`config.mk`:
```
export PLATFORM = sky130hd
export DESIGN_NAME = diwc_top
export DESIGN_NICKNAME = d
export VERILOG_FILES = /design/src/rtl/diwc_pkg.sv /design/src/rtl/diwc_stream_if.sv /design/src/rtl/diwc_fifo.sv /design/src/rtl/diwc_top.sv
export SDC_FILE = /design/constraint.sdc
export NUM_CORES = 1
export LEC_CHECK = 0
export BUFFER_PORTS_ARGS = -buffer_cell sky130_fd_sc_hd__buf_2
export CORE_MARGIN = 2
export CORE_UTILIZATION = 50
export CTS_CLUSTER_DIAMETER = 150
export DETAILED_ROUTE_END_ITERATION = 6
export GPL_TIMING_DRIVEN = 0
export PLACE_DENSITY = 0.7
export SETUP_SLACK_MARGIN = 0.02
export SYNTH_ARGS = -nofsm -noshare
export SYNTH_HDL_FRONTEND = slang
export SYNTH_SLANG_ARGS = --single-unit
```
`constraint.sdc`:
```
create_clock -name mclk -period 8.1 [get_ports mclk]
set_clock_uncertainty 0.1 [all_clocks]
set_input_delay 0.405 -clock mclk [delete_from_list [all_inputs] [get_ports mclk]]
set_output_delay 0.405 -clock mclk [all_outputs]
set_load 0.02 [all_outputs]
```
`src/rtl/diwc_pkg.sv`:
```
// Behaviour
// field 1: pixel output stops once the image pixel counter equals the image width
// field 1: line output stops once the image line counter passes the image height
// field 1 image height is a 12-bit field, bits 27:16, reset zero
// field 1 width in bits 11:0; its lsb is zero except in raw mode
// reserved bits of both window registers read zero and ignore writes
// field 2 line counter loads one at blanking end line plus vertical offset
// with negative vertical offset it loads at blanking end line minus offset
// field 2 image starts on the line where the line counter is one
// software keeps a negative vertical offset no larger than the blanking end line
// software keeps the field 2 image clear of the other field's image
// image pixel counter clears to zero at each line image start
// field 2 pixels start where the frame pixel counter equals the offset
// negative horizontal offset starts the line at frame width minus offset
// bit 31 of field 2 offset enables negative vertical offset, not in raw
// bit 15 of field 2 offset enables negative horizontal offset, not in raw
// field 2 vertical offset is a 12-bit field, bits 27:16, reset zero
// field 2 horizontal offset in bits 11:0; its lsb is zero except in raw
// counters and comparisons advance once per pixel enable on mclk
package diwc_pkg;

  localparam int ADDR_W = 8;
  localparam int REG_W  = 32;
  localparam int CNT_W  = 12;
  localparam int PIX_W  = 10;
  localparam int FIFO_DEPTH = 32;

  // register map
  localparam logic [ADDR_W-1:0] REG_F1_SIZE = 8'h00;
  localparam logic [ADDR_W-1:0] REG_F2_OFF  = 8'h04;
  localparam logic [ADDR_W-1:0] REG_CTRL    = 8'h08;
  localparam logic [ADDR_W-1:0] REG_TIMING  = 8'h0c;
  localparam logic [ADDR_W-1:0] REG_STATUS  = 8'h10;

  // field layout; high and low fields shared by the window registers, the rest are per register
  localparam int HI_LSB   = 16;
  localparam int LO_LSB   = 0;
  localparam int NV_BIT   = 31;
  localparam int NH_BIT   = 15;
  localparam int RUN_BIT  = 31;
  localparam int MODE_LSB = 0;
  localparam int MODE_W   = 2;

  // writable bit masks, reserved positions are zero
  localparam logic [REG_W-1:0] F1_SIZE_MASK = 32'h0fff_0fff;
  localparam logic [REG_W-1:0] F2_OFF_MASK  = 32'h8fff_8fff;
  localparam logic [REG_W-1:0] CTRL_MASK    = 32'h0000_0003;
  localparam logic [REG_W-1:0] TIMING_MASK  = 32'h0fff_0fff;
  localparam logic [REG_W-1:0] REG_RESET    = 32'h0000_0000;

  localparam logic [PIX_W-1:0] BLANK_VALUE = 10'h040;
  localparam logic [CNT_W-1:0] CNT_ZERO    = 12'h000;
  localparam logic [CNT_W-1:0] CNT_ONE     = 12'h001;
  localparam logic [CNT_W-1:0] CNT_MAX     = 12'hfff;

  typedef enum logic [1:0]
  {
    DIWC_BT656 = 2'b00,
    DIWC_YC    = 2'b01,
    DIWC_RAW   = 2'b10
  } diwc_mode_e;

endpackage : diwc_pkg

```
`src/rtl/diwc_stream_if.sv`:
```
interface diwc_stream_if #(parameter int W = 10);
  logic         valid;
  logic         ready;
  logic [W-1:0] data;

  modport src (output valid, output data, input ready);
  modport snk (input valid, input data, output ready);
endinterface : diwc_stream_if

```
`src/rtl/diwc_fifo.sv`:
```
module diwc_fifo #(
  parameter int W     = 10,
  parameter int DEPTH = 32
) (
  input  wire logic         mclk,
  input  wire logic         rstn,
  input  wire logic         inValid,
  input  wire logic [W-1:0] inData,
  output      logic         inReady,
  diwc_stream_if.src        outPort
);
  import diwc_pkg::*;

  localparam int AW = $clog2(DEPTH);

  logic [W-1:0] mem [DEPTH];
  logic [AW:0]  wrPtr;
  logic [AW:0]  rdPtr;
  wire          empty = (wrPtr == rdPtr);
  wire          full  = (wrPtr[AW] != rdPtr[AW]) && (wrPtr[AW-1:0] == rdPtr[AW-1:0]);
  wire          push  = inValid && !full;
  wire          pop   = outPort.ready && !empty;

  // full is exact, so the pixel side stalling backs the source up
  assign inReady       = !full;
  assign outPort.valid = !empty;
  assign outPort.data  = mem[rdPtr[AW-1:0]];

  // storage has no reset, only pointers carry state
  always_ff @(posedge mclk)
  begin
    if (push)
      mem[wrPtr[AW-1:0]] <= inData;
  end

  // pointers with one wrap bit
  always_ff @(posedge mclk or negedge rstn)
  begin
    if (!rstn)
    begin
      wrPtr <= '0;
      rdPtr <= '0;
    end
    else
    begin
      if (push)
        wrPtr <= wrPtr + 1'b1;
      if (pop)
        rdPtr <= rdPtr + 1'b1;
    end
  end
endmodule : diwc_fifo

```
`src/rtl/diwc_top.sv`:
```
// Added by the designer: the strobed register port and the register addresses.
module diwc_top #(
  parameter int PW    = diwc_pkg::PIX_W,
  parameter int DEPTH = diwc_pkg::FIFO_DEPTH
) (
  input  wire logic                        mclk,
  input  wire logic                        rstn,
  // register port
  input  wire logic [diwc_pkg::ADDR_W-1:0] regAddr,
  input  wire logic [diwc_pkg::REG_W-1:0]  regWrData,
  input  wire logic                        regWr,
  input  wire logic                        regRd,
  output      logic [diwc_pkg::REG_W-1:0]  regRdData,
  // frame timing from the display timing logic, same clock
  input  wire logic                        pixelEn,
  input  wire logic                        fieldTwo,
  input  wire logic                        activeLine,
  input  wire logic                        activePixel,
  input  wire logic [diwc_pkg::CNT_W-1:0]  frameLine,
  input  wire logic [diwc_pkg::CNT_W-1:0]  framePixel,
  // pixel source into the display fifo
  input  wire logic                        srcValid,
  input  wire logic [PW-1:0]               srcData,
  output      logic                        srcReady,
  // video sink
  output      logic                        vidValid,
  output      logic [PW-1:0]               vidData,
  output      logic                        vidImage
);
  import diwc_pkg::*;

  logic [REG_W-1:0] field1ImageSize;
  logic [REG_W-1:0] field2ImageOffset;
  logic [REG_W-1:0] ctrlReg;
  logic [REG_W-1:0] timingReg;
  logic [CNT_W-1:0] imageLineCounter;
  logic [CNT_W-1:0] imagePixelCounter;
  logic             pixRun;
  logic             prevField;
  logic             prevActive;

  diwc_stream_if #(.W(PW)) pixQ ();

  diwc_fifo #(
    .W     (PW),
    .DEPTH (DEPTH)
  ) u_fifo (
    .mclk    (mclk),
    .rstn    (rstn),
    .inValid (srcValid),
    .inData  (srcData),
    .inReady (srcReady),
    .outPort (pixQ.src)
  );

  // lsb forced low for the interleaved modes, where pixels go in pairs
  function automatic logic [CNT_W-1:0] evenIf(input logic [CNT_W-1:0] v, input logic force0);
    evenIf = force0 ? {v[CNT_W-1:1], 1'b0} : v;
  endfunction : evenIf

  // register fields
  wire diwc_mode_e       mode       = diwc_mode_e'(ctrlReg[MODE_LSB +: MODE_W]);
  wire                   rawMode    = (mode == DIWC_RAW);
  wire [CNT_W-1:0]       field1_image_height = field1ImageSize[HI_LSB +: CNT_W];
  wire [CNT_W-1:0]       field1_image_width  =
    evenIf(field1ImageSize[LO_LSB +: CNT_W], !rawMode);
  wire [CNT_W-1:0]       field2_vertical_offset = field2ImageOffset[HI_LSB +: CNT_W];
  wire [CNT_W-1:0]       field2_horizontal_offset =
    evenIf(field2ImageOffset[LO_LSB +: CNT_W], !rawMode);
  wire                   negVert    = field2ImageOffset[NV_BIT] && !rawMode;
  wire                   negHorz    = field2ImageOffset[NH_BIT] && !rawMode;
  wire [CNT_W-1:0]       field2_vblank_end_line = timingReg[HI_LSB +: CNT_W];
  wire [CNT_W-1:0]       frame_width = timingReg[LO_LSB +: CNT_W];

  // field 2 first image line; a negative offset reaches into vertical blanking
  wire [CNT_W-1:0] f2LoadLine = negVert
    ? field2_vblank_end_line - field2_vertical_offset
    : field2_vblank_end_line + field2_vertical_offset;
  // field 2 line image start; a negative offset reaches into horizontal blanking
  wire [CNT_W-1:0] f2StartPix = negHorz
    ? frame_width - field2_horizontal_offset
    : field2_horizontal_offset;
  wire [CNT_W-1:0] startPix   = fieldTwo ? f2StartPix : CNT_ZERO;

  // frame events qualified by the pixel enable, except the active end edge lineActEnd
  wire lineStart   = pixelEn && (framePixel == CNT_ZERO);
  wire fieldChange = pixelEn && (fieldTwo != prevField);
  wire lineActEnd  = prevActive && !activePixel;
  wire f1Load      = !fieldTwo && lineStart && activeLine && (imageLineCounter == CNT_ZERO);
  wire f2Load      = fieldTwo && lineStart && (frameLine == f2LoadLine) &&
                     (imageLineCounter == CNT_ZERO);
  wire lineLoad    = f1Load || f2Load;
  wire lineStep    = lineStart && (imageLineCounter != CNT_ZERO) &&
                     (imageLineCounter != CNT_MAX);

  // counter value as seen by this pixel, so the load line already counts as one
  wire [CNT_W-1:0] curLine = lineLoad ? CNT_ONE :
                             lineStep ? imageLineCounter + CNT_ONE : imageLineCounter;
  // vertical window: field 1 ends past its height, field 2 runs to field end;
  // the field change pixel still carries the old field's count, so it never opens
  wire vWin = !fieldChange && (curLine != CNT_ZERO) &&
              (fieldTwo || (curLine <= field1_image_height));

  // horizontal window
  wire             hStart  = pixelEn && vWin && (framePixel == startPix);
  wire [CNT_W-1:0] curPix  = hStart ? CNT_ZERO : imagePixelCounter;
  wire             inLine  = hStart || pixRun;
  wire             f1Full  = !fieldTwo && (curPix == field1_image_width);
  wire             f2End   = fieldTwo && pixRun && !hStart && lineActEnd;
  wire             emitNow = pixelEn && inLine && !f1Full && !f2End;

  // pop only when a pixel really leaves; an empty fifo shows as blank
  assign pixQ.ready = emitNow;
  wire             gotPix  = emitNow && pixQ.valid;
  wire [PW-1:0]    nextVid = gotPix ? pixQ.data : BLANK_VALUE[PW-1:0];

  // field and active edge trackers
  always_ff @(posedge mclk or negedge rstn)
  begin
    if (!rstn)
    begin
      prevField  <= 1'b0;
      prevActive <= 1'b0;
    end
    else if (pixelEn)
    begin
      prevField  <= fieldTwo;
      prevActive <= activePixel;
    end
  end

  // image line counter, cleared at every field boundary
  always_ff @(posedge mclk or negedge rstn)
  begin
    if (!rstn)
      imageLineCounter <= CNT_ZERO;
    else if (fieldChange)
      imageLineCounter <= CNT_ZERO;
    else if (lineLoad)
      imageLineCounter <= CNT_ONE;
    else if (lineStep)
      imageLineCounter <= imageLineCounter + CNT_ONE;
  end

  // image pixel counter and line run flag
  always_ff @(posedge mclk or negedge rstn)
  begin
    if (!rstn)
    begin
      imagePixelCounter <= CNT_ZERO;
      pixRun            <= 1'b0;
    end
    else if (fieldChange)
    begin
      imagePixelCounter <= CNT_ZERO;
      pixRun            <= 1'b0;
    end
    else if (pixelEn && inLine)
    begin
      imagePixelCounter <= emitNow ? curPix + CNT_ONE : curPix;
      pixRun            <= emitNow;
    end
  end

  // output stage, registered; blank value fills the window outside the image
  always_ff @(posedge mclk or negedge rstn)
  begin
    if (!rstn)
    begin
      vidValid <= 1'b0;
      vidData  <= BLANK_VALUE[PW-1:0];
      vidImage <= 1'b0;
    end
    else
    begin
      vidValid <= pixelEn;
      if (pixelEn)
      begin
        vidData  <= nextVid;
        vidImage <= gotPix;
      end
    end
  end

  // register write decode
  wire wrF1   = regWr && (regAddr == REG_F1_SIZE);
  wire wrF2   = regWr && (regAddr == REG_F2_OFF);
  wire wrCtrl = regWr && (regAddr == REG_CTRL);
  wire wrTim  = regWr && (regAddr == REG_TIMING);

  // registers keep only writable bits, so reserved bits stay zero
  always_ff @(posedge mclk or negedge rstn)
  begin
    if (!rstn)
    begin
      field1ImageSize   <= REG_RESET;
      field2ImageOffset <= REG_RESET;
      ctrlReg           <= REG_RESET;
      timingReg         <= REG_RESET;
    end
    else
    begin
      if (wrF1)
        field1ImageSize <= regWrData & F1_SIZE_MASK;
      if (wrF2)
        field2ImageOffset <= regWrData & F2_OFF_MASK;
      if (wrCtrl)
        ctrlReg <= regWrData & CTRL_MASK;
      if (wrTim)
        timingReg <= regWrData & TIMING_MASK;
    end
  end

  // status shows the live counters and the line run flag
  wire [REG_W-1:0] statusWord;
  assign statusWord = (REG_RESET | ({20'h00000, imageLineCounter} << HI_LSB) |
                       {20'h00000, imagePixelCounter}) |
                      ({31'h00000000, pixRun} << RUN_BIT);

  // read select; unmapped addresses read zero
  wire [REG_W-1:0] rdSel =
    (regAddr == REG_F1_SIZE) ? field1ImageSize :
    (regAddr == REG_F2_OFF)  ? field2ImageOffset :
    (regAddr == REG_CTRL)    ? ctrlReg :
    (regAddr == REG_TIMING)  ? timingReg :
    (regAddr == REG_STATUS)  ? statusWord : REG_RESET;

  // read data stands only in the cycle after the strobe
  always_ff @(posedge mclk or negedge rstn)
  begin
    if (!rstn)
      regRdData <= REG_RESET;
    else if (regRd)
      regRdData <= rdSel;
    else
      regRdData <= REG_RESET;
  end
endmodule : diwc_top

```
Yosys cells after proc, flatten, opt, wreduce, memory -nomap -nowiden:

Memory sizes are Yosys's and may differ from the RTL's.
Index checks and enable logic that the tools add are counted.

* register bits: 159
* RAM bits: 320
* input bits: 83
* memories kept: 1

Memory list
* u_fifo.mem: depth 32, width 10, read ports 1, clocked after memory_dff 0, wr ports 1, line diwc_fifo.sv:16 `logic [W-1:0] mem [DEPTH];`

* add/subtract/negate cells: 7
* magnitude comparators: 1
* equality and inequality tests: 13
* mux-type cells: 23
* bitwise logic cells: 2
* reductions and logical operators: 49

Operator list (count)
* 32-bit 2-to-1 mux: 6
* 12-bit 2-to-1 mux: 10
* 12-bit equality test: 3
* 28-bit by 32-bit bitwise OR with 32-bit output: 1
* 1-bit logical AND: 31
* 28-bit by 12-bit bitwise OR with 28-bit output: 1
* 12-bit by 1-bit adder with 12-bit output (second input constant): 2
* 12-bit zero test: 2
* 12-bit nonzero test: 2
* 12-bit subtractor: 2
* 8-bit by 4-bit equality test with 1-bit output (second input constant): 2
* 12-bit adder: 1
* 6-bit by 1-bit adder with 6-bit output (second input constant): 2
* 12-bit less-or-equal comparator: 1
* 12-bit inequality test (second input constant): 1
* 10-bit 2-to-1 mux: 1
* 1-bit zero test: 9
* 8-bit by 3-bit equality test with 1-bit output (second input constant): 1
* 8-bit by 5-bit equality test with 1-bit output (second input constant): 1
* 8-bit zero test: 1
* 6-bit equality test: 1
* 1-bit 2-to-1 mux: 6
* 5-bit equality test: 1
* 1-bit logical OR: 3
* other kinds (3): 4

Depth between registers and ports, before layout:

Gate-level depths: netlist of the first run.

* depth after elaboration: 23
* gate-level depth with buffers: 30
* gate-level depth less buffers: 28

By module:

Synthesis of the first run repeated with hierarchy kept, for this count alone.

* cell total of the unflattened synthesis: 1777
* area total of the unflattened synthesis: 22611.7 µm²

By module, submodules not included
* diwc_fifo: times used 1, cells an instance 785, area an instance 13211.4 µm²
* diwc_top: times used 1, cells an instance 992, area an instance 9400.3 µm²

Least setup slack after synthesis of the first run:

Ideal clock, no wire load.

* path type: reg-to-reg
* start: register field2ImageOffset[18]
* end: register u_fifo.rdPtr[1]
* library setup time: 125 ps
* arrival: 5858 ps
* setup slack: 2016 ps
* cell stages (with the launch flop): 26
* path buffers: 2
* period minus slack after synthesis: 6084 ps
* cells stage by stage: dfrtp_1 clkbuf_1 nor4_1 nand2_1 o41ai_1 xor2_1 ha_1 xnor2_1 and3_1 a22oi_1 o311ai_1 or4_4 or4_1 o21ai_0 a21oi_1 ha_1 nand2_1 nor4_1 a221oi_2 or4_1 o211ai_2 o2111ai_4 o31a_1 buf_4 nand2_4 mux2_4

* cells in the longest elaborated chain, start to end: 19
* elaborated cells on any way between the ends: 28
* classes of those cells: add/sub: 2; order compare: 1; eq/ne: 2; mux: 3; reduce/logical: 20

RTL lines
* from (decl): line diwc_top.sv:33 `logic [REG_W-1:0] field2ImageOffset;`
* from (signal assigned): line diwc_top.sv:206 `field2ImageOffset <= regWrData & F2_OFF_MASK;`
* 12-bit adder / 12-bit subtractor (equally long branches): line diwc_top.sv:78, diwc_top.sv:77
* 12-bit 2-to-1 mux (*): line diwc_top.sv:77 `? field2_vblank_end_line - field2_vertical_offset`
* 12-bit equality test (*): line diwc_top.sv:90 `wire f2Load = fieldTwo && lineStart && (frameLine == f2LoadLine) &&`
* 1-bit logical AND (*) (2 in series): line diwc_top.sv:90
* 1-bit logical OR (*): line diwc_top.sv:92 `wire lineLoad = f1Load || f2Load;`
* 12-bit 2-to-1 mux (*)
* 12-bit less-or-equal comparator / 12-bit nonzero test (equally long branches): line diwc_top.sv:102, diwc_top.sv:101
* 1-bit logical OR / 1-bit logical AND (equally long branches): line diwc_top.sv:102, diwc_top.sv:101
* 1-bit logical AND (*): line diwc_top.sv:101 `wire vWin = !fieldChange && (curLine != CNT_ZERO) &&`
* 1-bit logical AND (*) (2 in series): line diwc_top.sv:105 `wire hStart = pixelEn && vWin && (framePixel == startPix);`
* 12-bit 2-to-1 mux: line diwc_top.sv:106 `wire [CNT_W-1:0] curPix = hStart ? CNT_ZERO : imagePixelCounter;`
* 12-bit equality test: line diwc_top.sv:108 `wire f1Full = !fieldTwo && (curPix == field1_image_width);`
* 1-bit logical AND: line diwc_top.sv:108
* 1-bit zero test: line diwc_top.sv:110 `wire emitNow = pixelEn && inLine && !f1Full && !f2End;`
* 1-bit logical AND: line diwc_top.sv:110
* 1-bit logical AND (*): line diwc_top.sv:110
* 1-bit logical AND (*): line diwc_fifo.sv:22 `wire pop = outPort.ready && !empty;`
* to (signal assigned): line diwc_fifo.sv:49 `rdPtr <= rdPtr + 1'b1;`
* to (decl): line diwc_fifo.sv:18 `logic [AW:0] rdPtr;`

Every way passes the cells marked *; elsewhere a longest branch is shown, timed or not.
A chain may end at the register's enable or synchronous reset.

Worst setup path after layout of the first run:

* start: register field2ImageOffset[18]
* end: register imagePixelCounter[10]

* cells in the longest elaborated chain, start to end: 21
* elaborated cells on any way between the ends: 32
* classes of those cells: add/sub: 3; order compare: 1; eq/ne: 2; mux: 6; reduce/logical: 20

RTL lines
* 12-bit adder / 12-bit subtractor (equally long branches): line diwc_top.sv:78, diwc_top.sv:77
* 12-bit 2-to-1 mux (*): line diwc_top.sv:77
* 12-bit equality test (*): line diwc_top.sv:90
* 1-bit logical AND (*) (2 in series): line diwc_top.sv:90
* 1-bit logical OR (*): line diwc_top.sv:92
* 12-bit 2-to-1 mux (*)
* 12-bit less-or-equal comparator / 12-bit nonzero test (equally long branches): line diwc_top.sv:102, diwc_top.sv:101
* 1-bit logical OR / 1-bit logical AND (equally long branches): line diwc_top.sv:102, diwc_top.sv:101
* 1-bit logical AND (*): line diwc_top.sv:101
* 1-bit logical AND (*) (2 in series): line diwc_top.sv:105
* branches (longest 9 deep; another with 12-bit by 1-bit adder with 12-bit output)
* to (signal assigned): line diwc_top.sv:160 `imagePixelCounter <= emitNow ? curPix + CNT_ONE : curPix;`
* to (decl): line diwc_top.sv:37 `logic [CNT_W-1:0] imagePixelCounter;`

Every way passes the cells marked *. The select of a mux whose other input is x is not followed.

==> flow_metrics.tcl, run 1 <==
set metrics [dict create \
    grt_pass1_vias 14400 \
    critPathTopFamily "compound AO/OA/AOI/OAI gates" \
    fin_cells 2385 \
    path_clk_slew_ns 0.06 \
    die_y_um 216 \
    routedWlPerCell_um 23.6 \
    root_buffer "clkbuf_16" \
    drt-pass1-iter-count 7 \
    use_met2_pct 39.1 \
    path_max_fanout 9 \
    wl_um 56300 \
    floorplan.die.width_um 216 \
    ys_seq_area_share_pct 59.9 \
    drt_iter0_markers 1391 \
    crit_slowest_cell "a221oi_2" \
    crit_path_start "field2ImageOffset[18]" \
    route.detailed.drc 2 \
    rsz0062_at_grt "no" \
    num-fill-cells 3461 \
    synth-edff-count 320 \
    use_met3_pct 5.34 \
    grt_max_degree 95 \
    drive_gt1_share_pct 24.4 \
    num_vias 14300 \
    avgSynthCellArea_um2 14.4 \
    slew_viol_final 0 \
    ant_nets 0 \
    hp-start "regWrData[2]" \
    slowest_delay_ns 0.54 \
    critical_path_arrival_ns 7.58 \
    setup_slack_ns 0.871 \
    grt_pass1_wl_um 86100 \
    dpl_cell_area_um2 23800 \
    yosysWarningCount 0 \
    rows 77 \
    final_cell_mix "edfxtp_1 (320), dfrtp_1 (152), buf_2 (122)" \
    grt_overflow 0 \
    initial_core_util_pct 50.7 \
    cts_sinks 473 \
    slew-limit-headroom_pct 15.3 \
    crit_path_end_kind "flip-flop" \
    antenna_found_initial 0 \
    finalSetupTns_ns 0 \
    crit_buf_inv 3 \
    cts-buffers-inserted 48 \
    area_delta_synth_final_pct 14.9 \
    max_freq_mhz 138 \
    ys_async_sr_fraction_pct 32.3 \
    netlist_instances 1556 \
    min_path_type "input pin to flip-flop" \
    io_buffers 114 \
    use_met1_pct 32.9 \
    final_common_cell "edfxtp_1" \
    outcome "finished, violations left" \
    tightestPinTransition_ns 1.26 \
    period_needed_ns 7.23 \
    place_hpwl_um 39500 \
    die_area_um2 46600 \
    start_kind "flip-flop" \
    diodes 0 \
    cts_tree "yes" \
    routabilityCongestion 0.904 \
    core-area_um2 44300 \
    ys_ff_latch 473 \
    setup_viol 0 \
    dp.cells 2268 \
    top_usage_layer "met2" \
    cts_buffer_depth 3 \
    yosysUniqueCellTypes 95 \
    clkLatencyLatePin_ns 0.61 \
    via_per_inst 6.00 \
    htreeDepth 2 \
    grtUsageTotal_pct 24.4 \
    fin_crit_sh_pct 89.2 \
    finalHoldViolCount 0 \
    required_ns 8.45 \
    synth.cell_area_um2 22500 \
    ios 128 \
    place_ws_ns 0.971 \
    utilization_pct 58.2 \
    p_per_area_nw_per_um2 241 \
    postLayoutCellArea_um2 25800 \
    p_leak_nw 9.48 \
    reg2reg_from "field2ImageOffset[18]" \
    ys_dominant_reg_cell "edfxtp_1" \
    peakVddDrop_mv 0.245 \
    layout.nets 1882 \
    maxCapViolCount 0 \
    crit_type "flip-flop to flip-flop" \
    violations "design-rule violations" \
]
[timing repair]
action | 4_1_cts | 5_1_grt
resized for setup | 0 | 0
setup buffers | 0 | 0
endpoints found under the hold margin | 136 | 0
hold buffers | 29 | 0
[logic make-up (layout without fill, tap and decap cells)]
group                    count (synthesis)  count (layout)  share of synthesized area (%)
AO/OA/AOI/OAI                          250             250                           8.50
XOR/XNOR                                69              69                           2.73
flip-flops                             473             473                           59.9
buffers and inverters                  141             373                           2.73
adder cells (fa/ha/maj)                 44              44                           2.52
AND/OR/NAND/NOR                        378             378                           8.68
multiplexers                           200             200                           15.0
other                                    1               6                         0.0167
[through the flow]
stage / power [W] / hold WS, ns
5_1_grt: 0.00643 / 0.0169
4_1_cts: 0.00624 / 0.000750
3_3_place_gp: 0.00384 / 0.376
6_report: 0.00621 / 0.0372
2_1_floorplan: 0.00353 / 0.00941
3_5_place_dp: 0.00387 / 0.319
[path summary, 6_finish.rpt]
path,cells past startpoint,end,slack (ns)
max,29,imagePixelCounter[10],0.87
min,2,field1ImageSize[2],0.04
max reg2reg,29,imagePixelCounter[10],0.87
min reg2reg,1,u_fifo.wrPtr[5],0.38
max in group asynchronous,3,vidData[0],6.74
min in group asynchronous,2,regRdData[23],0.25
[synthesized netlist by cell type, types with 12 or more instances]
library cell / count / area (um2)
a21oi_1: 46 / 230
a221oi_1: 16 / 140
a222oi_1: 12 / 120
and3_1: 13 / 81.3
clkbuf_1: 53 / 199
dfrtp_1: 152 / 3800
edfxtp_1: 320 / 9610
ha_1: 42 / 526
inv_1: 52 / 195
mux2_2: 79 / 890
mux2i_1: 19 / 190
mux4_2: 100 / 2250
nand2_1: 96 / 360
nand3_1: 33 / 165
nand4_1: 17 / 106
nor2_1: 88 / 330
nor2b_1: 21 / 131
nor3_1: 33 / 165
nor4_1: 15 / 93.8
o21ai_0: 36 / 180
xnor2_1: 49 / 429
xor2_1: 19 / 166
[report_power, final]
part           switching (W)  internal (W)
Sequential         0.0000743       0.00273
Clock               0.000980       0.00139
Combinational       0.000615      0.000429
[registers in the layout (all words and copies together) (netlist names), 2 cells and up]
name               flops
timingReg             24
u_fifo.wrPtr           6
u_fifo.rdPtr           6
imageLineCounter      12
regRdData             26
ctrlReg                2
imagePixelCounter     12
u_fifo.mem           320
field1ImageSize       24
field2ImageOffset     26
vidData               10
[routing by layer]
metal	vias up	wire, um
li1	6443	-
met1	7129	23400
met2	618	26500
met3	109	4400
met4	0	2090
met5	-	0
[cell type report]
type                            count  area, um2  share of cell area, %
Sequential cell                   473      13400                   52.1
Multi-Input combinational cell    947       8420                   32.6
Clock buffer                       55       1260                   4.88
Timing Repair Buffer              144        895                   3.47
Tap cell                          592        741                   2.87
Clock inverter                     33        443                   1.72
Buffer                             88        414                   1.60
Inverter                           53        199                  0.771
Note: power is estimated with default switching activity, not from simulation.
==> inputs of run 2 (changes only) <==
--- a/config.mk
+++ b/config.mk
@@ -12,6 +12,7 @@
 export DETAILED_ROUTE_END_ITERATION = 6
 export GPL_TIMING_DRIVEN = 0
 export PLACE_DENSITY = 0.7
+export RECOVER_POWER = 25
 export SETUP_SLACK_MARGIN = 0.02
 export SYNTH_ARGS = -nofsm -noshare
 export SYNTH_HDL_FRONTEND = slang
==> flow_metrics.tcl, run 2 (synthesis results as in run 1) <==
set metrics [dict create \
    outcome "finished, violations left" \
    violations "max-capacitance violations, max-slew violations" \
    peakVddDrop_mv 0.244 \
    critical_path_arrival_ns 7.58 \
    grt_pass1_vias 14400 \
    floorplan.die.width_um 216 \
    grt_max_degree 95 \
    drive_gt1_share_pct 23.9 \
    grt_pass1_wl_um 86100 \
    crit_path_end_kind "flip-flop" \
    die_area_um2 46600 \
    p_leak_nw 9.45 \
    setup_viol 0 \
    place_ws_ns 0.971 \
    cts-buffers-inserted 48 \
    slew-limit-headroom_pct -2.66 \
    final_common_cell "edfxtp_1" \
    drt_iter0_markers 1530 \
    ant_nets 0 \
    area_delta_synth_final_pct 14.9 \
    ff_latch_area_um2 13400 \
    rows 77 \
    wl_um 56200 \
    routabilityCongestion 0.904 \
    fin_crit_sh_pct 89.3 \
    num_vias 14300 \
    die_y_um 216 \
    cts_buffer_depth 3 \
    root_buffer "clkbuf_16" \
    cts_tree "yes" \
    dpl_cell_area_um2 23800 \
    diodes 0 \
    p_per_area_nw_per_um2 241 \
    slew_viol_final 66 \
    crit_slowest_cell "a221oi_2" \
    core-area_um2 44300 \
    routedWlPerCell_um 23.5 \
    place_hpwl_um 39500 \
    largest_reg_flops 320 \
    layout.nets 1882 \
    htreeDepth 2 \
    tightestPinTransition_ns 1.54 \
    period_needed_ns 7.23 \
    min_path_type "input pin to flip-flop" \
    required_ns 8.45 \
    path_clk_slew_ns 0.06 \
    setup_slack_ns 0.867 \
    maxCapViolCount 2 \
    start_kind "flip-flop" \
    postLayoutCellArea_um2 25800 \
    max_freq_mhz 138 \
    via_per_inst 6.00 \
    io_buffers 114 \
    initial_core_util_pct 50.7 \
    route.detailed.drc 0 \
    ios 128 \
    cts_sinks 473 \
    finalSetupTns_ns 0 \
    post_cts_buffers 0 \
    grtUsageTotal_pct 24.4 \
    crit_type "flip-flop to flip-flop" \
    rsz0062_at_grt "no" \
    path_max_fanout 9 \
    final_cell_mix "edfxtp_1 (320), dfrtp_1 (152), buf_2 (112)" \
    multi_input_area_um2 8420 \
    drt-pass1-iter-count 6 \
    clkLatencyLatePin_ns 0.61 \
    finalHoldViolCount 0 \
    slowest_delay_ns 0.54 \
    num-fill-cells 3467 \
    grt_overflow 0 \
    antenna_found_initial 0 \
    finalPower_w 0.00620 \
    hold_ws_ns 0.0373 \
]
## run 2: repair_timing
item | in CTS | in global routing
endpoints found under the hold margin | 136 | 0
hold buffers | 29 | 0
resized for setup | 0 | 0
endpoints found under the setup margin | 0 | 0
## run 2: final cells by class
class	count	area share [%]
repair buffers	144	3.42
multi-input cells	947	32.6
inverters	53	0.771
well taps	592	2.87
clock inverters	33	1.72
flip-flops and latches	473	52.1
plain buffers	88	1.61
clock buffers	55	4.88
## run 2: report_power, final
group	switching [W]	leakage (nW)	total, W	internal [W]
registers	0.0000741	4.98	0.00280	0.00273
clock network	0.000973	0.819	0.00236	0.00139
logic	0.000615	3.65	0.00104	0.000428
total	0.00166	9.45	0.00620	0.00454
## run 2: worst max-delay path: cells and delay by family, from the launching register on
kind                       cells  cell delay [ns]
buffers and inverters          3             0.68
AOI/OAI and AO/OA             12             2.72
xor gates and xnor gates       2             0.36
adders and majority gates      3             0.79
and+or+nand+nor                9             2.05
DFF                            1             0.36
## run 2: worst paths after layout
| check | startpoint | to | depth (start not counted) | slack (ns) |
|---|---|---|---|---|
| worst max-delay path | field2ImageOffset[18] | imagePixelCounter[10] | 29 | 0.87 |
| worst min-delay path | regWrData[2] | field1ImageSize[2] | 2 | 0.04 |
| worst max register to register | field2ImageOffset[18] | imagePixelCounter[10] | 29 | 0.87 |
| worst min register to register | u_fifo.wrPtr[5] | u_fifo.wrPtr[5] | 1 | 0.38 |
| max in group asynchronous | rstn | vidData[5] | 3 | 6.74 |
| min in group asynchronous | rstn | regRdData[23] | 2 | 0.25 |
## run 2: routing by layer
layer  vias up  track usage [%]  routed length, um
met5         -                0                  0
met4         0             9.00               2130
met3       118             5.34               4450
met2       629             39.1              26300
met1      7113             32.9              23300
li1       6448                -                  -
## run 2: through the flow
step                util [%]  cells
floorplan                  -   1561
global placement        53.7   2267
detailed placement      53.7   2268
CTS                     58.2   2385
global route            58.2   2385
finish                  58.2   2385
==> inputs of run 3 (changes only) <==
--- a/config.mk
+++ b/config.mk
@@ -6,12 +6,14 @@
 export NUM_CORES = 1
 export LEC_CHECK = 0
 export BUFFER_PORTS_ARGS = -buffer_cell sky130_fd_sc_hd__buf_2
+export CELL_PAD_IN_SITES_DETAIL_PLACEMENT = 0
+export CELL_PAD_IN_SITES_GLOBAL_PLACEMENT = 1
 export CORE_MARGIN = 2
-export CORE_UTILIZATION = 50
+export CORE_UTILIZATION = 52
 export CTS_CLUSTER_DIAMETER = 150
 export DETAILED_ROUTE_END_ITERATION = 6
 export GPL_TIMING_DRIVEN = 0
-export PLACE_DENSITY = 0.7
+export PLACE_DENSITY = 0.84
 export RECOVER_POWER = 25
 export SETUP_SLACK_MARGIN = 0.02
 export SYNTH_ARGS = -nofsm -noshare
==> flow_metrics.tcl, run 3 (synthesis results as in run 1) <==
set metrics [dict create \
    final_cell_mix "edfxtp_1 (320), dfrtp_1 (152), buf_2 (113)" \
    ant_nets 0 \
    slowest_delay_ns 0.58 \
    dp.cells 2261 \
    outcome "finished, violations left" \
    die_y_um 212 \
    area_delta_synth_final_pct 13.9 \
    core-area_um2 42900 \
    routedWlPerCell_um 23.5 \
    cts_buffer_depth 3 \
    antenna_found_initial 0 \
    cts_sinks 473 \
    internal-power_w 0.00443 \
    required_ns 8.44 \
    post_cts_buffers 0 \
    dpl_cell_area_um2 23800 \
    reg2reg_setup_slack_ns 0.73 \
    power_switching_w 0.00162 \
    p_seq_share_pct 46.3 \
    crit_slowest_cell "a221oi_2" \
    min_path_cells 2 \
    peakVddDrop_mv 0.202 \
    finalHoldViolCount 0 \
    cts-resized-gates 0 \
    layout.nets 1874 \
    grt_overflow 0 \
    fin_crit_sh_pct 91.0 \
    clkLatencyLatePin_ns 0.60 \
    min_path_type "input pin to flip-flop" \
    reg2reg_from "field2ImageOffset[18]" \
    max_freq_mhz 136 \
    start_kind "flip-flop" \
    tightestPinTransition_ns 1.53 \
    rsz0062_at_grt "no" \
    p_leak_nw 9.36 \
    slew_viol_final 33 \
    fin_cells 2370 \
    holdPathEnd "timingReg[6]" \
    route.detailed.drc 5 \
    multi_input_area_um2 8420 \
    hp-start "regWrData[6]" \
    htreeDepth 2 \
    initial_core_util_pct 52.4 \
    slew-limit-headroom_pct -1.91 \
    path_max_fanout 9 \
    finalSetupTns_ns 0 \
    diodes 0 \
    ff_latch_area_um2 13400 \
    r2r-end "imagePixelCounter[10]" \
    grt_pass1_vias 14400 \
    drive_gt1_share_pct 23.2 \
    rows 76 \
    grtUsageTotal_pct 25.4 \
    cts_tree "yes" \
    die_area_um2 44900 \
    crit_type "flip-flop to flip-flop" \
    use_met2_pct 41.4 \
    num-fill-cells 3272 \
    grt_pass1_wl_um 85700 \
    utilization_pct 59.6 \
    critical_path_arrival_ns 7.71 \
    ios 128 \
    swShare_pct 26.7 \
    io_buffers 114 \
    reg2reg_depth 29 \
    p_per_area_nw_per_um2 236 \
    drt_iter0_markers 1579 \
    use_met3_pct 4.47 \
    crit_path_end_kind "flip-flop" \
    root_buffer "clkbuf_16" \
    period_needed_ns 7.37 \
    comb_power_share_pct 17.1 \
    routabilityCongestion 0.917 \
    largest_reg_flops 320 \
    use_met1_pct 34.3 \
    place_hpwl_um 38700 \
    drt-pass1-iter-count 7 \
    grt_max_degree 86 \
    maxCapViolCount 1 \
    wl_um 55700 \
    ctsHoldBuffers 22 \
    finalPower_w 0.00605 \
    final_common_cell "edfxtp_1" \
    num_vias 14400 \
    path_clk_slew_ns 0.06 \
    violations "design-rule violations, max-capacitance violations, max-slew violations" \
    setup_viol 0 \
    power_frac_clock_pct 36.6 \
    postLayoutCellArea_um2 25600 \
    via_per_inst 6.10 \
    top_usage_layer "met2" \
    cts-buffers-inserted 47 \
    floorplan.die.width_um 212 \
]
run 3: cell count changes in the layout (fill, tap and decap cells not counted), moves of 3 or more:
| cell | previous run | this run |
|---|---|---|
| clkinvlp_4 | 5 | 0 |
| clkbuf_1 | 68 | 76 |
| clkinv_2 | 10 | 6 |
| clkinv_1 | 3 | 8 |
| dlygate4sd3_1 | 29 | 22 |
| inv_6 | 3 | 0 |
| bufinv_16 | 8 | 5 |
run 3: power groups by stage:
stage	clock network [W]	registers (W)	logic [W]
detailed placement	0	0.00285	0.00102
CTS	0.00224	0.00280	0.00103
floorplan	0	0.00282	0.000717
global route	0.00233	0.00281	0.00113
global placement	0	0.00284	0.000996
finish	0.00221	0.00280	0.00103
run 3: cell type report:
class / instances / share of cell area (%)
Clock buffer: 64 / 5.01
Multi-Input combinational cell: 947 / 32.9
Tap cell: 585 / 2.86
Buffer: 88 / 1.62
Timing Repair Buffer: 137 / 3.18
Clock inverter: 23 / 1.09
Inverter: 53 / 0.778
Sequential cell: 473 / 52.5
run 3: metal layers:
layer / vias up / routed length, um
met1: 7290 / 23300
met4: 0 / 1800
met2: 632 / 26500
met5: - / 0
met3: 96 / 4060
li1: 6430 / -
run 3: worst max path at each step:
stage          depth (start not counted)               endpoint  slack, ns                   from
3_3_place_gp                          29  imagePixelCounter[10]       1.03  field2ImageOffset[18]
3_5_place_dp                          29  imagePixelCounter[10]       0.90  field2ImageOffset[18]
5_1_grt                               29  imagePixelCounter[10]       0.08  field2ImageOffset[18]
2_1_floorplan                         25        u_fifo.rdPtr[1]       2.02  field2ImageOffset[18]
6_report                              29  imagePixelCounter[10]       0.73  field2ImageOffset[18]
4_1_cts                               29  imagePixelCounter[10]       0.81  field2ImageOffset[18]
run 3: critical path, delay by kind of cell, from the launching register on:
kind,cells,cell delay [ns]
compound gates,12,2.82
simple gates,9,2.03
fa+ha+maj,3,0.83
buf+inv,3,0.71
flops,1,0.36
xor+xnor,2,0.36
run 3: through the flow:
| step | hold WS [ns] | setup WS [ns] |
|---|---|---|
| finish | 0.0253 | 0.731 |
| global route | 0.0224 | 0.0841 |
| CTS | 0.00477 | 0.807 |
| detailed placement | 0.368 | 0.902 |
| global placement | 0.379 | 1.03 |
| floorplan | 0.00941 | 2.02 |
